## config.mk

```make
export PLATFORM = sky130hd
export DESIGN_NAME = gps_port
export DESIGN_NICKNAME = d
export VERILOG_FILES = /design/src/inc/gps_pkg.sv /design/src/hw/gps_port.sv
export SDC_FILE = /design/constraint.sdc
export NUM_CORES = 1
export LEC_CHECK = 0
export ABC_CLOCK_PERIOD_IN_PS = 2500
export BUFFER_PORTS_ARGS = -buffer_cell sky130_fd_sc_hd__buf_2
export CORE_MARGIN = 5
export CORE_UTILIZATION = 50
export CTS_CLUSTER_SIZE = 30
export DETAILED_ROUTE_END_ITERATION = 8
export PLACE_DENSITY_LB_ADDON = 0.08
export SETUP_SLACK_MARGIN = 0.2
export SLEW_MARGIN = 10
export SYNTH_ARGS = -nofsm -noshare
export SYNTH_HDL_FRONTEND = slang
export SYNTH_SLANG_ARGS = --single-unit
```

## constraint.sdc

```tcl
create_clock -name mclk -period 2.5 [get_ports mclk]
set_clock_uncertainty 0.1 [all_clocks]
set_input_delay 0.5 -clock mclk [delete_from_list [all_inputs] [get_ports mclk]]
set_output_delay 0.5 -clock mclk [all_outputs]
set_load 0.01 [all_outputs]
```

## src/inc/gps_pkg.sv

```systemverilog
// Constants for the eight-pin port block with pin steering.
// Assumes a byte-wide register port and one 200 MHz clock.
package gps_pkg;
  localparam int unsigned ADDR_W  = 3;
  localparam int unsigned DATA_W  = 8;
  // Register offsets on the plain register port
  localparam logic [2:0] OFS_LEVEL = 3'h0;
  localparam logic [2:0] OFS_LATCH = 3'h1;
  localparam logic [2:0] OFS_DIR   = 3'h2;
  localparam logic [2:0] OFS_ANA   = 3'h3;
  localparam logic [2:0] OFS_STEER = 3'h4;
  // Reset values and implemented-bit masks
  localparam logic [7:0] DIR_RST   = 8'hff;
  localparam logic [7:0] LAT_RST   = 8'h00;
  localparam logic [7:0] ANA_MASK  = 8'h2f;
  localparam logic [7:0] ANA_RST   = 8'h2f;
  localparam logic [7:0] STR_MASK  = 8'h03;
  localparam logic [7:0] STR_RST   = 8'h00;
  // Steering field positions
  localparam int unsigned STR_CAPTURE_COMPARE_UNIT_TWO = 0;
  localparam int unsigned STR_SS   = 1;
  // Pins that the slave select may use
  localparam int unsigned SS_PIN_DEF = 5;
  localparam int unsigned SS_PIN_ALT = 0;
  // Synchroniser depth on pin inputs
  localparam int unsigned SYNC_LEN = 2;
endpackage

```

## src/hw/gps_port.sv

```systemverilog
// Port A logic: direction, output latch, pin level, analog select,
// and steering of slave select and capture unit two.
// Assumes the register master never asserts both strobes together.
`timescale 1ns/1ps

////////////////////////////////////////////////////////////////////
// Function
// Eight pins, each usable as input or output.
// Direction bit 1 turns the pin driver off.
// Direction bit 0 drives the output latch bit on the pin.
// Level register reads pins; writes go to the latch.
// Level write stores the modified sampled value into latch.
// Latch write acts exactly like a level write.
// Latch read returns latch contents, not pins.
// Analog bit set disables the digital input buffer.
// Analog pins read zero on every digital read.
// Analog bits never gate digital outputs.
// Analog bits reset to the analog setting.
// Software keeps direction at input on analog pins.
// Enabled peripheral takes pin output from the latch; the capture two override value comes from its drive input instead.
// Steering bit 1 puts slave select on pin 5 or 0.
// Steering bit 0 puts capture two on C1 or B3.
// Steering leaves direction alone; overrides follow the function.
// Steering bits 7..2 read zero; bits 1..0 reset zero.
// Direction bits reset to one, all inputs.
// Analog bits 5 and 3..0 only; 7,6,4 read zero.
// Pin levels pass two flip-flops before the read path.
module gps_port
  import gps_pkg::*;
(
  input  wire logic              mclk,
  input  wire logic              rst_b,
  input  wire logic [ADDR_W-1:0] reg_addr,
  input  wire logic [DATA_W-1:0] reg_wdata,
  input  wire logic              reg_wr,
  input  wire logic              reg_rd,
  output logic      [DATA_W-1:0] reg_rdata,
  input  wire logic [7:0]        pad_in,
  output logic      [7:0]        pad_out,
  output logic      [7:0]        pad_oe,
  input  wire logic              ss_en,
  output logic                   ss_sense,
  input  wire logic              capture_compare_unit_two_drive,
  input  wire logic              capture_compare_unit_two_oen,
  output logic                   capture_compare_unit_two_sense,
  input  wire logic              pc1_in,
  input  wire logic              pb3_in,
  output logic                   pc1_ovr_en,
  output logic                   pc1_ovr_val,
  output logic                   pb3_ovr_en,
  output logic                   pb3_ovr_val
);

  ////////////////////////////////////////////////////////////////////
  // Register state

  logic [7:0] dir_q;
  logic [7:0] lat_q;
  logic [7:0] ana_q;
  logic [7:0] str_q;
  logic [7:0] rdat_q;
  logic [7:0] pout_q;
  logic [7:0] poe_q;
  logic       ss_q;
  logic       ccin_q;
  logic       c1en_q;
  logic       c1v_q;
  logic       b3en_q;
  logic       b3v_q;

  // Synchroniser stages; stage one feeds only stage two
  logic [7:0] pa_s1_q;
  logic [7:0] pa_s2_q;
  logic [1:0] oth_s1_q;
  logic [1:0] oth_s2_q;

  logic [7:0] dig_in;
  logic [7:0] rdat_d;
  logic [7:0] pout_d;
  logic [7:0] poe_d;
  logic       wr_lat;

  // Decode helper, shared by every write strobe qualifier
  function automatic logic hit(input logic [ADDR_W-1:0] a,
                               input logic [ADDR_W-1:0] o);
    hit = (a == o);
  endfunction

  ////////////////////////////////////////////////////////////////////
  // Pin synchronisers

  // Pads are asynchronous to mclk; two stages before any logic
  always_ff @(posedge mclk)
  begin
    if (!rst_b)
    begin
      pa_s1_q  <= 8'h00;
      pa_s2_q  <= 8'h00;
      oth_s1_q <= 2'h0;
      oth_s2_q <= 2'h0;
    end
    else
    begin
      pa_s1_q  <= pad_in;
      pa_s2_q  <= pa_s1_q;
      oth_s1_q <= {pb3_in, pc1_in};
      oth_s2_q <= oth_s1_q;
    end
  end

  // Analog pins have no digital buffer, so they read as zero
  assign dig_in = pa_s2_q & ~(ana_q & ANA_MASK);   // see

  ////////////////////////////////////////////////////////////////////
  // Direction register

  // Steering writes never touch this register
  always_ff @(posedge mclk)
  begin
    if (!rst_b)
      dir_q <= DIR_RST;
    else if (reg_wr && hit(reg_addr, OFS_DIR))
      dir_q <= reg_wdata;
  end

  ////////////////////////////////////////////////////////////////////
  // Output latch

  // Level and latch offsets share one write path; software does the
  // read and modify, the latch takes the merged byte
  assign wr_lat = reg_wr &&
                  (hit(reg_addr, OFS_LEVEL) || hit(reg_addr, OFS_LATCH));

  always_ff @(posedge mclk)
  begin
    if (!rst_b)
      lat_q <= LAT_RST;
    else if (wr_lat)
      lat_q <= reg_wdata;                 // see see
  end

  ////////////////////////////////////////////////////////////////////
  // Analog select

  // Unimplemented bits are held at zero so reads need no extra mask
  always_ff @(posedge mclk)
  begin
    if (!rst_b)
      ana_q <= ANA_RST;
    else if (reg_wr && hit(reg_addr, OFS_ANA))
      ana_q <= reg_wdata & ANA_MASK;
  end

  ////////////////////////////////////////////////////////////////////
  // Steering register

  always_ff @(posedge mclk)
  begin
    if (!rst_b)
      str_q <= STR_RST;
    else if (reg_wr && hit(reg_addr, OFS_STEER))
      str_q <= reg_wdata & STR_MASK;
  end

  ////////////////////////////////////////////////////////////////////
  // Read path

  // Data stand only in the cycle after the read strobe
  always_comb
  begin
    rdat_d = 8'h00;
    if (reg_rd)
    begin
      case (reg_addr)
        OFS_LEVEL: rdat_d = dig_in;                // see
        OFS_LATCH: rdat_d = lat_q;
        OFS_DIR:   rdat_d = dir_q;
        OFS_ANA:   rdat_d = ana_q;
        OFS_STEER: rdat_d = str_q;
        default:   rdat_d = 8'h00;
      endcase
    end
  end

  always_ff @(posedge mclk)
  begin
    if (!rst_b)
      rdat_q <= 8'h00;
    else
      rdat_q <= rdat_d;
  end

  ////////////////////////////////////////////////////////////////////
  // Pin drivers

  // Latch drives when direction is 0; analog select plays no part.
  // Slave select is an input, so on its chosen pin the peripheral
  // holds the driver off; the other pin stays with the latch.
  always_comb
  begin
    pout_d = lat_q;                                // see
    poe_d  = ~dir_q;                               // see
    if (ss_en)
    begin
      if (str_q[STR_SS])
        poe_d[SS_PIN_ALT] = 1'b0;                  // see
      else
        poe_d[SS_PIN_DEF] = 1'b0;                  // see
    end
  end

  always_ff @(posedge mclk)
  begin
    if (!rst_b)
    begin
      pout_q <= LAT_RST;
      poe_q  <= 8'h00;
    end
    else
    begin
      pout_q <= pout_d;
      poe_q  <= poe_d;
    end
  end

  ////////////////////////////////////////////////////////////////////
  // Peripheral steering

  // Override lines go to the port C and port B pin logic; only the
  // selected pin is overridden, the other one keeps its own latch
  always_ff @(posedge mclk)
  begin
    if (!rst_b)
    begin
      ss_q   <= 1'b0;
      ccin_q <= 1'b0;
      c1en_q <= 1'b0;
      c1v_q  <= 1'b0;
      b3en_q <= 1'b0;
      b3v_q  <= 1'b0;
    end
    else
    begin
      ss_q   <= str_q[STR_SS] ? dig_in[SS_PIN_ALT]
                              : dig_in[SS_PIN_DEF];
      ccin_q <= str_q[STR_CAPTURE_COMPARE_UNIT_TWO] ? oth_s2_q[1]
                                : oth_s2_q[0];
      c1en_q <= capture_compare_unit_two_oen && !str_q[STR_CAPTURE_COMPARE_UNIT_TWO];       // see
      b3en_q <= capture_compare_unit_two_oen && str_q[STR_CAPTURE_COMPARE_UNIT_TWO];        // see
      c1v_q  <= !str_q[STR_CAPTURE_COMPARE_UNIT_TWO] && capture_compare_unit_two_drive;
      b3v_q  <= str_q[STR_CAPTURE_COMPARE_UNIT_TWO] && capture_compare_unit_two_drive;
    end
  end

  assign reg_rdata   = rdat_q;
  assign pad_out     = pout_q;
  assign pad_oe      = poe_q;
  assign ss_sense    = ss_q;
  assign capture_compare_unit_two_sense  = ccin_q;
  assign pc1_ovr_en  = c1en_q;
  assign pc1_ovr_val = c1v_q;
  assign pb3_ovr_en  = b3en_q;
  assign pb3_ovr_val = b3v_q;

  ////////////////////////////////////////////////////////////////////
  // Checks

  chk_dir_reset: assert property (@(posedge mclk)
    (rst_b && !$past(rst_b)) |-> (dir_q == DIR_RST && ana_q == ANA_RST))
    else $error("direction or analog reset wrong");

  chk_pin_drive: assert property (@(posedge mclk) disable iff (!rst_b)
    !dir_q[1] |=> (pad_oe[1] && pad_out[1] == $past(lat_q[1])))
    else $error("pin 1 not driven from latch");

  chk_pin_float: assert property (@(posedge mclk) disable iff (!rst_b)
    dir_q[4] |=> !pad_oe[4])
    else $error("input pin still driven");

  chk_ana_out: assert property (@(posedge mclk) disable iff (!rst_b)
    (!dir_q[2] && ana_q[2]) |=> pad_oe[2])
    else $error("analog bit gated output");

  chk_level_read: assert property (@(posedge mclk) disable iff (!rst_b)
    (reg_rd && reg_addr == OFS_LEVEL) |=>
      reg_rdata == ($past(pa_s2_q) & ~$past(ana_q)))
    else $error("level read wrong");

  chk_ana_zero: assert property (@(posedge mclk) disable iff (!rst_b)
    (reg_rd && reg_addr == OFS_LEVEL && ana_q[0]) |=> !reg_rdata[0])
    else $error("analog pin read nonzero");

  chk_latch_read: assert property (@(posedge mclk) disable iff (!rst_b)
    (reg_rd && reg_addr == OFS_LATCH) |=> reg_rdata == $past(lat_q))
    else $error("latch read wrong");

  chk_write_same: assert property (@(posedge mclk) disable iff (!rst_b)
    (reg_wr && reg_addr <= OFS_LATCH) |=> lat_q == $past(reg_wdata))
    else $error("latch not written");

  chk_steer_zero: assert property (@(posedge mclk) disable iff (!rst_b)
    (reg_rd && reg_addr == OFS_STEER) |=> reg_rdata[7:2] == 6'h00)
    else $error("steering upper bits nonzero");

  chk_ana_mask: assert property (@(posedge mclk) disable iff (!rst_b)
    (reg_rd && reg_addr == OFS_ANA) |=> reg_rdata[7:6] == 2'h0 && !reg_rdata[4])
    else $error("analog reserved bits set");

  chk_ss_route: assert property (@(posedge mclk) disable iff (!rst_b)
    (ss_en && str_q[1] && !dir_q[5]) |=> (!pad_oe[0] && pad_oe[5]))
    else $error("slave select on wrong pin");

  chk_ccp_route: assert property (@(posedge mclk) disable iff (!rst_b)
    (capture_compare_unit_two_oen && !str_q[0]) |=> (pc1_ovr_en && !pb3_ovr_en))
    else $error("capture two on wrong pin");

  chk_dir_keep: assert property (@(posedge mclk) disable iff (!rst_b)
    (reg_wr && reg_addr == OFS_STEER) |=> dir_q == $past(dir_q))
    else $error("steering changed direction");

  chk_sync_two: assert property (@(posedge mclk) disable iff (!rst_b)
    $past(rst_b, 2) |-> pa_s2_q == $past(pad_in, 2))
    else $error("pin sync depth wrong");

endmodule

```

==> flow_metrics.env, run 1 <==
export IMPL_syn_cell_area_um2=2480
export IMPL_critical_path_max_stage_delay_ns=0.33
export IMPL_dieWidth_um=80.4
export IMPL_io_pins=58
export IMPL_relSlewSlack=0.508
export IMPL_power_density_nw_per_um2=776
export IMPL_gp_congestion=0.798
export IMPL_ys_seq_area_frac=0.589
export IMPL_track_usage=0.169
export IMPL_grt_max_degree=26
export IMPL_syn_inst=217
export IMPL_synth_top_cells_by_count="73 x dfxtp_1, 31 x mux2i_1, 28 x and2_1"
export IMPL_synth_seq_cells=73
export IMPL_worstMarginPinSlew_ns=0.737
export IMPL_gr_total_overflow=0
export IMPL_fin_crit_sh=0.617
export IMPL_clock_root_buffer="clkbuf_8"
export IMPL_row_count=25
export IMPL_max_freq_ghz=0.648
export IMPL_finalNetCount=303
export IMPL_die_area_um2=6470
export IMPL_leakagePower_nw=1.35
export IMPL_numPortBuffers=57
export IMPL_synth_cell_types=29
export IMPL_ys_top_cells_by_area="dfxtp_1 59%, mux2i_1 13%, and2_1 7.1%"
export IMPL_wl_met3_um=368
export IMPL_clock_sinks=73
export IMPL_ant_nets=0
export IMPL_synth_edff_count=0
export IMPL_max_cap_viol_count=0
export IMPL_avgSynthCellArea_um2=11.4
export IMPL_cp_data_required_time_ns=2.63
export IMPL_vias=1719
export IMPL_ctsHoldBuffers=0
export IMPL_final_setup_tns_ns=0
export IMPL_dp_hpwl_mm=3.34
export IMPL_crit_fanout=18
export IMPL_first_pass_iters=4
export IMPL_antenna_found_initial=0
export IMPL_post_cts_buffers=0
export IMPL_peakVddDrop_mv=0.521
export IMPL_drive_gt1_frac=0.304
export IMPL_status="completed"
export IMPL_design_core_area_um2=4750
export IMPL_clk_latency_ns=0.34
export IMPL_finalSetupViolCount=0
export IMPL_async_reset_ff_frac=0
export IMPL_crit_type="input port to flip-flop"
export IMPL_syn_nets=245
export IMPL_worst_path_max_delay_cell="buf_2"
export IMPL_synth_most_common_cell="dfxtp_1"
export IMPL_crit_arrival_ns=1.67
export IMPL_hold_class="input port to flip-flop"
export IMPL_fp_dieH_um=80.4
export IMPL_num_antenna_cells=0
export IMPL_h_tree_depth=3
export IMPL_wl_met2_mm=2.15
export IMPL_wl_mm=4.92
export IMPL_ctsResizeCount=0
export IMPL_rsz0062_at_grt="no"
export IMPL_path_cells="buf_2, nor4bb_2, buf_4, mux2i_1, nand2_1"
export IMPL_yosysTopAreaCell="dfxtp_1"
export IMPL_crit_path_end_kind="flip-flop"
export IMPL_netlist_area_leader_share=0.589
export IMPL_grt_pass1_wl_mm=8.02
export IMPL_hold_violations=0
export IMPL_synthToLayoutAreaGrowth_pct=21.9
export IMPL_start_util=0.522
export IMPL_drc=0
export IMPL_synthFlopType="dfxtp_1"
export IMPL_fill_cells=415
export IMPL_detail_route_vias_per_cell=4.95
export IMPL_min_period_ns=1.54
export IMPL_yosysWarnings=0
export IMPL_crit_family="buffers and inverters"
export IMPL_numCtsBuffers=9
export IMPL_cts_tree="done"
export IMPL_path_clk_slew_ns=0.07
export IMPL_wl_met1_mm=2.32
export IMPL_grt_pass1_vias=1628
export IMPL_clk_path_buf_depth=2
export IMPL_worstSetupStartpointType="input port"
export IMPL_slew_violations=0
export IMPL_drtIter0Drc=91
export IMPL_crit_buf_inv=2
export IMPL_total_power_w=0.00234
export IMPL_wl_per_cell_um=14.2
export IMPL_dr_max_layer_used="met4"
stage by stage:
stage | hold WS [ns] | util | setup WS (ns) | cell area, um^2 | cells
final | 0.251 | 0.636 | 0.956 | 3020 | 347
after global routing | 0.238 | 0.636 | 0.834 | 3020 | 347
after CTS | 0.243 | 0.636 | 0.953 | 3020 | 347
after detailed placement | 0.319 | 0.589 | 0.611 | 2800 | 331
after global placement | 0.314 | 0.589 | 0.638 | 2800 | 331
after floorplan | 0.310 | - | 1.03 | 2480 | 217
routing by layer:
layer  up-vias  GRT usage
li1        849          -
met1       810      0.220
met2        52      0.244
met3         8     0.0605
met4         0     0.0861
met5         -          0
cell type report:
class | instances | area, um^2 | area share
inverters | 2 | 7.51 | 0.00248
well taps | 67 | 83.8 | 0.0277
flip-flops and latches | 73 | 1460 | 0.483
clock buffers | 11 | 141 | 0.0468
clock inverters | 5 | 78.8 | 0.0261
repair buffers | 61 | 315 | 0.104
multi-input cells | 128 | 935 | 0.309
cells by family after synthesis:
logic type	after synthesis	synth area share
multiplexers	32	0.134
AO/OA/AOI/OAI	15	0.0585
buffers and inverters	16	0.0383
flip-flops	73	0.589
AND/OR/NAND/NOR	81	0.180
power breakdown:
group,switching [W],internal [W],leakage (nW)
Combinational,0.0000763,0.0000645,0.641
Sequential,0.0000141,0.00120,0.596
Clock,0.000406,0.000587,0.113
Total,0.000496,0.00185,1.35
worst register-to-register path: cells and delay by family (launching register included):
kind               cells  cell delay (ns)
muxes                  1             0.47
DFF                    1             0.30
AOI/OAI and AO/OA      1             0.20
and+or+nand+nor        1             0.14
placed cells by master (no fill, tap or decap), drive strengths merged:
master    n
dfxtp    73
buf      61
mux2i    31
and2     28
nor2     21
nand2    16
clkbuf   11
nor3b     4
a2111oi   3
a211oi    3
a2bb2oi   3
nor3      3
clkinv    3
a221oi    2
nor2b     2
inv       2
and3      2
bufinv    2
a221o     1
nor4b     1
a32o      1
mux4      1
a22o      1
and4bb    1
nand4b    1
nor4bb    1
nand3b    1
a21oi     1
sequential cells by signal, indices dropped and copies added (netlist names), 5 cells and up:
| name | flops |
|---|---|
| pa_s1_q | 8 |
| pa_s2_q | 8 |
| pad_oe | 8 |
| reg_rdata | 8 |
| dir_q | 8 |
| lat_q | 8 |
| ana_q | 5 |
| pad_out | 8 |
path summary, 6_finish.rpt:
check | end | from | slack (ns) | cells after the start
max reg2reg | reg_rdata[0] | pa_s2_q[0] | 1.18 | 3
min reg2reg | pa_s2_q[0] | pa_s1_q[0] | 0.33 | 1
min | pad_oe[0] | ss_en | 0.25 | 2
max | dir_q[7] | reg_addr[1] | 0.96 | 5
Power figures use the tool's default switching activity.
==> run 2, diff against run 1 <==
--- a/config.mk
+++ b/config.mk
@@ -5,7 +5,7 @@
 export SDC_FILE = /design/constraint.sdc
 export NUM_CORES = 1
 export LEC_CHECK = 0
-export ABC_CLOCK_PERIOD_IN_PS = 2500
+export ABC_CLOCK_PERIOD_IN_PS = 1500
 export BUFFER_PORTS_ARGS = -buffer_cell sky130_fd_sc_hd__buf_2
 export CORE_MARGIN = 5
 export CORE_UTILIZATION = 50
==> constraint.sdc (replaced) <==
create_clock -name mclk -period 1.5 [get_ports mclk]
set_clock_uncertainty 0.1 [all_clocks]
set_input_delay 0.3 -clock mclk [delete_from_list [all_inputs] [get_ports mclk]]
set_output_delay 0.3 -clock mclk [all_outputs]
set_load 0.01 [all_outputs]
==> flow_metrics.env, run 2 (synthesis gave the netlist of run 1 again) <==
export IMPL_status="completed"
export IMPL_clock_sinks=73
export IMPL_drc=0
export IMPL_vias=1744
export IMPL_io_pins=58
export IMPL_grt_pass1_vias=1705
export IMPL_fin_area_um2=3060
export IMPL_post_dp_cell_area_um2=2910
export IMPL_start_util=0.522
export IMPL_max_cap_viol_count=0
export IMPL_comb_power_share=0.074
export IMPL_r2r_start="pa_s2_q[0]"
export IMPL_dieWidth_um=80.4
export IMPL_clkPwrFrac=0.356
export IMPL_worstMarginPinSlew_ns=0.425
export IMPL_rsz0062_at_grt="no"
export IMPL_most_common_layout_cells="73 x dfxtp_1, 57 x buf_2, 31 x mux2i_1, 28 x and2_1, 21 x nor2_1"
export IMPL_relSlewSlack=0.713
export IMPL_ctsHoldBuffers=0
export IMPL_finalSetupViolCount=0
export IMPL_swShare=0.219
export IMPL_setup_slack_ns=0.239
export IMPL_design_core_area_um2=4750
export IMPL_track_usage=0.170
export IMPL_wl_per_cell_um=13.9
export IMPL_detailedPlace_worstSlack_ns=-0.0341
export IMPL_hold_violations=0
export IMPL_num_antenna_cells=0
export IMPL_pwr_share_seq=0.570
export IMPL_fp_dieH_um=80.4
export IMPL_slew_violations=0
export IMPL_whs_path_depth=2
export IMPL_ant_nets=0
export IMPL_drive_gt1_frac=0.316
export IMPL_crit_fanout=2
export IMPL_h_tree_depth=3
export IMPL_gr_total_overflow=0
export IMPL_p_int_w=0.00277
export IMPL_timing_rr_end="reg_rdata[0]"
export IMPL_path_clk_slew_ns=0.07
export IMPL_min_period_ns=1.26
export IMPL_detail_route_vias_per_cell=4.87
export IMPL_die_area_um2=6470
export IMPL_rrSetupSlack_ns=0.24
export IMPL_numCtsBuffers=9
export IMPL_ctsResizeCount=0
export IMPL_fin_cells=358
export IMPL_grt_max_degree=26
export IMPL_crit_type="flip-flop to flip-flop"
export IMPL_clk_path_buf_depth=2
export IMPL_cp_data_required_time_ns=1.63
export IMPL_leakagePower_nw=1.38
export IMPL_dp_cells=343
export IMPL_finalNetCount=315
export IMPL_drtIter0Drc=61
export IMPL_numPortBuffers=57
export IMPL_power_density_nw_per_um2=1160
export IMPL_fin_hold_ws_ns=0.0661
export IMPL_crit_path_end_kind="flip-flop"
export IMPL_holdPathEnd="pad_oe[0]"
export IMPL_p_switching_w=0.000774
export IMPL_wl_mm=4.99
export IMPL_post_cts_buffers=0
export IMPL_dp_hpwl_mm=3.58
export IMPL_synthToLayoutAreaGrowth_pct=23.5
export IMPL_gp_congestion=0.810
export IMPL_worstSetupStartpointType="flip-flop"
export IMPL_grt_pass1_wl_mm=8.14
export IMPL_max_freq_ghz=0.793
export IMPL_min_from="ss_en"
export IMPL_cts_tree="done"
export IMPL_hold_class="input port to flip-flop"
export IMPL_clk_latency_ns=0.34
export IMPL_fin_crit_sh=0.841
export IMPL_clock_root_buffer="clkbuf_8"
export IMPL_final_common_cell="dfxtp_1"
export IMPL_peakVddDrop_mv=0.907
export IMPL_first_pass_iters=4
export IMPL_reg2reg_depth=3
export IMPL_crit_arrival_ns=1.39
export IMPL_row_count=25
export IMPL_antenna_found_initial=0
## run 2: power groups by stage
stage                     combinational, W  sequential [W]  clock, W
final                             0.000261         0.00202   0.00126
after global routing              0.000288         0.00202   0.00140
after CTS                         0.000264         0.00202   0.00130
after detailed placement          0.000262         0.00206         0
after global placement            0.000259         0.00206         0
after floorplan                   0.000146         0.00207         0
## run 2: how the worst max path moves through the flow
stage	depth (start not counted)	endpoint	from	slack, ns
after floorplan	5	dir_q[1]	reg_addr[1]	0.23
after global routing	3	reg_rdata[0]	pa_s2_q[0]	0.21
after detailed placement	5	dir_q[2]	reg_addr[0]	-0.03
final	3	reg_rdata[0]	pa_s2_q[0]	0.24
after global placement	5	dir_q[7]	reg_addr[0]	0.06
after CTS	3	reg_rdata[0]	pa_s2_q[0]	0.24
## run 2: area by class of cell
cell class                 count  area (um^2)
timing repair buffer          73          418
clock buffer                  15          156
fill                         413         1690
sequential                    73         1460
tap                           67         83.8
inverter                       2         7.51
multi-input combinational    128          935
## run 2: worst max-delay path, cell delays in order, from the launching register on
cell     delay (ns)
dfxtp_1        0.30
nor2b_1        0.14
mux4_2         0.44
a22o_1         0.18
## run 2: metrics by stage
step	util	total power, W	TNS (ns)
after global routing	0.644	0.00371	0
after detailed placement	0.611	0.00233	-0.161
after global placement	0.611	0.00232	0
final	0.644	0.00354	0
after CTS	0.644	0.00358	0
after floorplan	-	0.00221	0
## run 2: layer usage
layer	part of all wire	GRT usage
met5	0	0
met4	0.022	0.0861
met3	0.070	0.0527
met2	0.45	0.262
met1	0.46	0.214
==> run 3, diff against run 2 <==
--- a/config.mk
+++ b/config.mk
@@ -5,10 +5,11 @@
 export SDC_FILE = /design/constraint.sdc
 export NUM_CORES = 1
 export LEC_CHECK = 0
-export ABC_CLOCK_PERIOD_IN_PS = 1500
+export ABC_AREA = 1
+export ABC_CLOCK_PERIOD_IN_PS = 1000
 export BUFFER_PORTS_ARGS = -buffer_cell sky130_fd_sc_hd__buf_2
 export CORE_MARGIN = 5
-export CORE_UTILIZATION = 50
+export CORE_UTILIZATION = 47
 export CTS_CLUSTER_SIZE = 30
 export DETAILED_ROUTE_END_ITERATION = 8
 export PLACE_DENSITY_LB_ADDON = 0.08
==> constraint.sdc (replaced) <==
create_clock -name mclk -period 1 [get_ports mclk]
set_clock_uncertainty 0.1 [all_clocks]
set_input_delay 0.2 -clock mclk [delete_from_list [all_inputs] [get_ports mclk]]
set_output_delay 0.2 -clock mclk [all_outputs]
set_load 0.01 [all_outputs]
==> flow_metrics.env, run 3 <==
export IMPL_crit_path_end="pad_oe[3]"
export IMPL_wl_per_cell_um=13.0
export IMPL_syn_nets=340
export IMPL_hold_violations=5
export IMPL_dp_cells=444
export IMPL_fin_hold_ws_ns=-0.0464
export IMPL_final_common_cell="dfxtp_1"
export IMPL_worstMarginPinSlew_ns=0.316
export IMPL_leakagePower_nw=2.03
export IMPL_crit_cells=1
export IMPL_crit_family="flip-flops"
export IMPL_reg2reg_depth=4
export IMPL_finalNetCount=426
export IMPL_fp_dieH_um=82.6
export IMPL_num_antenna_cells=0
export IMPL_critical_path_max_stage_delay_ns=0.31
export IMPL_grt_pass1_wl_mm=9.29
export IMPL_crit_type="flip-flop to output pin"
export IMPL_first_pass_iters=4
export IMPL_setup_slack_ns=-0.0864
export IMPL_numPortBuffers=57
export IMPL_synth_cell_types=20
export IMPL_drtIter0Drc=103
export IMPL_most_common_layout_cells="55 x dfxtp_1, 51 x nand2_1, 49 x buf_2, 36 x inv_1, 34 x nor2_1"
export IMPL_ant_nets=0
export IMPL_hold_class="input port to flip-flop"
export IMPL_max_freq_ghz=0.920
export IMPL_comb_power_share=0.094
export IMPL_r2r_start="ana_q[0]"
export IMPL_rsz0062_at_grt="yes"
export IMPL_swShare=0.237
export IMPL_fin_crit_sh=1.09
export IMPL_async_reset_ff_frac=0
export IMPL_crit_arrival_ns=0.79
export IMPL_crit_path_end_kind="output pin"
export IMPL_p_switching_w=0.00148
export IMPL_crit_buf_inv=1
export IMPL_rrSetupSlack_ns=0.08
export IMPL_path_cells="buf_2"
export IMPL_netlist_area_leader_share=0.589
export IMPL_timing_rr_end="reg_rdata[0]"
export IMPL_numCtsBuffers=9
export IMPL_die_area_um2=6830
export IMPL_dp_hpwl_mm=4.01
export IMPL_grt_pass1_vias=1989
export IMPL_pwr_share_seq=0.494
export IMPL_syn_inst=312
export IMPL_clock_root_buffer="clkbuf_8"
export IMPL_drc=0
export IMPL_track_usage=0.188
export IMPL_synth_edff_count=0
export IMPL_detail_route_vias_per_cell=4.61
export IMPL_status="finished with violations"
export IMPL_gr_total_overflow=0
export IMPL_wl_mm=6.14
export IMPL_ys_seq_area_frac=0.589
export IMPL_ctsHoldBuffers=10
export IMPL_clk_path_buf_depth=2
export IMPL_whs_path_depth=2
export IMPL_synth_seq_cells=73
export IMPL_peakVddDrop_mv=1.15
export IMPL_p_int_w=0.00475
export IMPL_syn_cell_area_um2=2480
export IMPL_relSlewSlack=0.789
export IMPL_power_density_nw_per_um2=1680
export IMPL_clkPwrFrac=0.411
export IMPL_io_pins=58
export IMPL_path_clk_slew_ns=0.08
export IMPL_synth_most_common_cell="nand2_1"
export IMPL_gp_congestion=0.940
export IMPL_clock_sinks=73
export IMPL_avgSynthCellArea_um2=7.95
export IMPL_dieWidth_um=82.6
export IMPL_drive_gt1_frac=0.452
export IMPL_cts_tree="done"
export IMPL_h_tree_depth=3
export IMPL_yosysWarnings=0
export IMPL_synth_top_cells_by_count="79 x nand2_1, 73 x dfxtp_1, 43 x inv_1"
export IMPL_synthFlopType="dfxtp_1"
export IMPL_grt_max_degree=20
export IMPL_crit_start="pad_oe[3]"
export IMPL_vias=2181
export IMPL_worst_path_max_delay_cell="dfxtp_1"
export IMPL_ys_top_cells_by_area="dfxtp_1 59%, nand2_1 12%, nand3_1 6.7%"
export IMPL_yosysTopAreaCell="dfxtp_1"
export IMPL_worstSetupStartpointType="flip-flop"
export IMPL_fin_cells=473
export IMPL_min_period_ns=1.09
export IMPL_row_count=26
export IMPL_finalSetupViolCount=30
export IMPL_clk_latency_ns=0.35
export IMPL_start_util=0.486
export IMPL_slew_violations=0
export IMPL_max_cap_viol_count=0
export IMPL_cp_data_required_time_ns=0.70
export IMPL_violations="negative hold slack, negative setup slack"
export IMPL_final_setup_tns_ns=-2.08
export IMPL_antenna_found_initial=0
export IMPL_synthToLayoutAreaGrowth_pct=49.3
export IMPL_crit_fanout=1
export IMPL_design_core_area_um2=5110
[run 3: cell types whose count changed after synthesis, sizes merged, moves of 16 or more]
cell | before | now
and2 | 28 | 0
inv | 2 | 49
mux2i | 31 | 0
nand2 | 16 | 80
nand3 | 0 | 34
nor2 | 21 | 37
[run 3: layout make-up]
| cell class | count | area (um^2) |
|---|---|---|
| well taps | 70 | 87.6 |
| inverters | 49 | 216 |
| flip-flops and latches | 73 | 1490 |
| multi-input cells | 182 | 1080 |
| repair buffers | 83 | 598 |
| fillers | 404 | 1410 |
| clock buffers | 10 | 138 |
| clock inverters | 6 | 91.3 |
[run 3: how the worst min path moves through the flow]
stage	from	endpoint	slack, ns
finish	ss_en	pad_oe[0]	-0.05
global route	ss_en	pad_oe[0]	-0.05
CTS	ss_en	pad_oe[5]	-0.06
detailed placement	pad_in[6]	pa_s1_q[6]	0.28
global placement	pad_in[2]	pa_s1_q[2]	0.28
floorplan	pc1_in	oth_s1_q[0]	0.20
[run 3: cells by family after synthesis]
kind of cell    Yosys count  share of synthesized area
buf+inv                  58                     0.0888
simple gates            161                      0.280
compound gates           20                     0.0424
flops                    73                      0.589
[run 3: metal layers]
metal,global-route usage,routed length [um],share of wire,up-vias
met5,0,0,0,-
met4,0.108,125,0.020,0
met3,0.0477,343,0.056,10
met2,0.292,3040,0.50,66
met1,0.235,2630,0.43,971
li1,-,-,-,1134
[run 3: stage by stage]
| stage | utilization | setup slack (ns) | instance area (um^2) | total power (W) | hold slack (ns) |
|---|---|---|---|---|---|
| final | 0.725 | -0.0864 | 3700 | 0.00623 | -0.0464 |
| after global placement | 0.577 | -0.240 | 2950 | 0.00357 | 0.280 |
| after floorplan | - | -0.0546 | 2520 | 0.00337 | 0.198 |
| after CTS | 0.663 | -0.101 | 3380 | 0.00617 | -0.0588 |
| after detailed placement | 0.577 | -0.260 | 2950 | 0.00357 | 0.284 |
| after global routing | 0.725 | -0.123 | 3700 | 0.00646 | -0.0519 |
[run 3: timing repair]
item,CTS,global route
buffers inserted,1,1
endpoints found under the hold margin,22,6
pin swaps,11,31
cloned,1,0
gates resized for setup,34,93
setup endpoints to repair,66,74
[run 3: power groups by stage]
stage | logic, W | registers, W | clock network, W
floorplan | 0.000235 | 0.00314 | 0
finish | 0.000588 | 0.00308 | 0.00256
global route | 0.000654 | 0.00309 | 0.00272
CTS | 0.000503 | 0.00307 | 0.00260
detailed placement | 0.000440 | 0.00313 | 0
global placement | 0.000435 | 0.00313 | 0
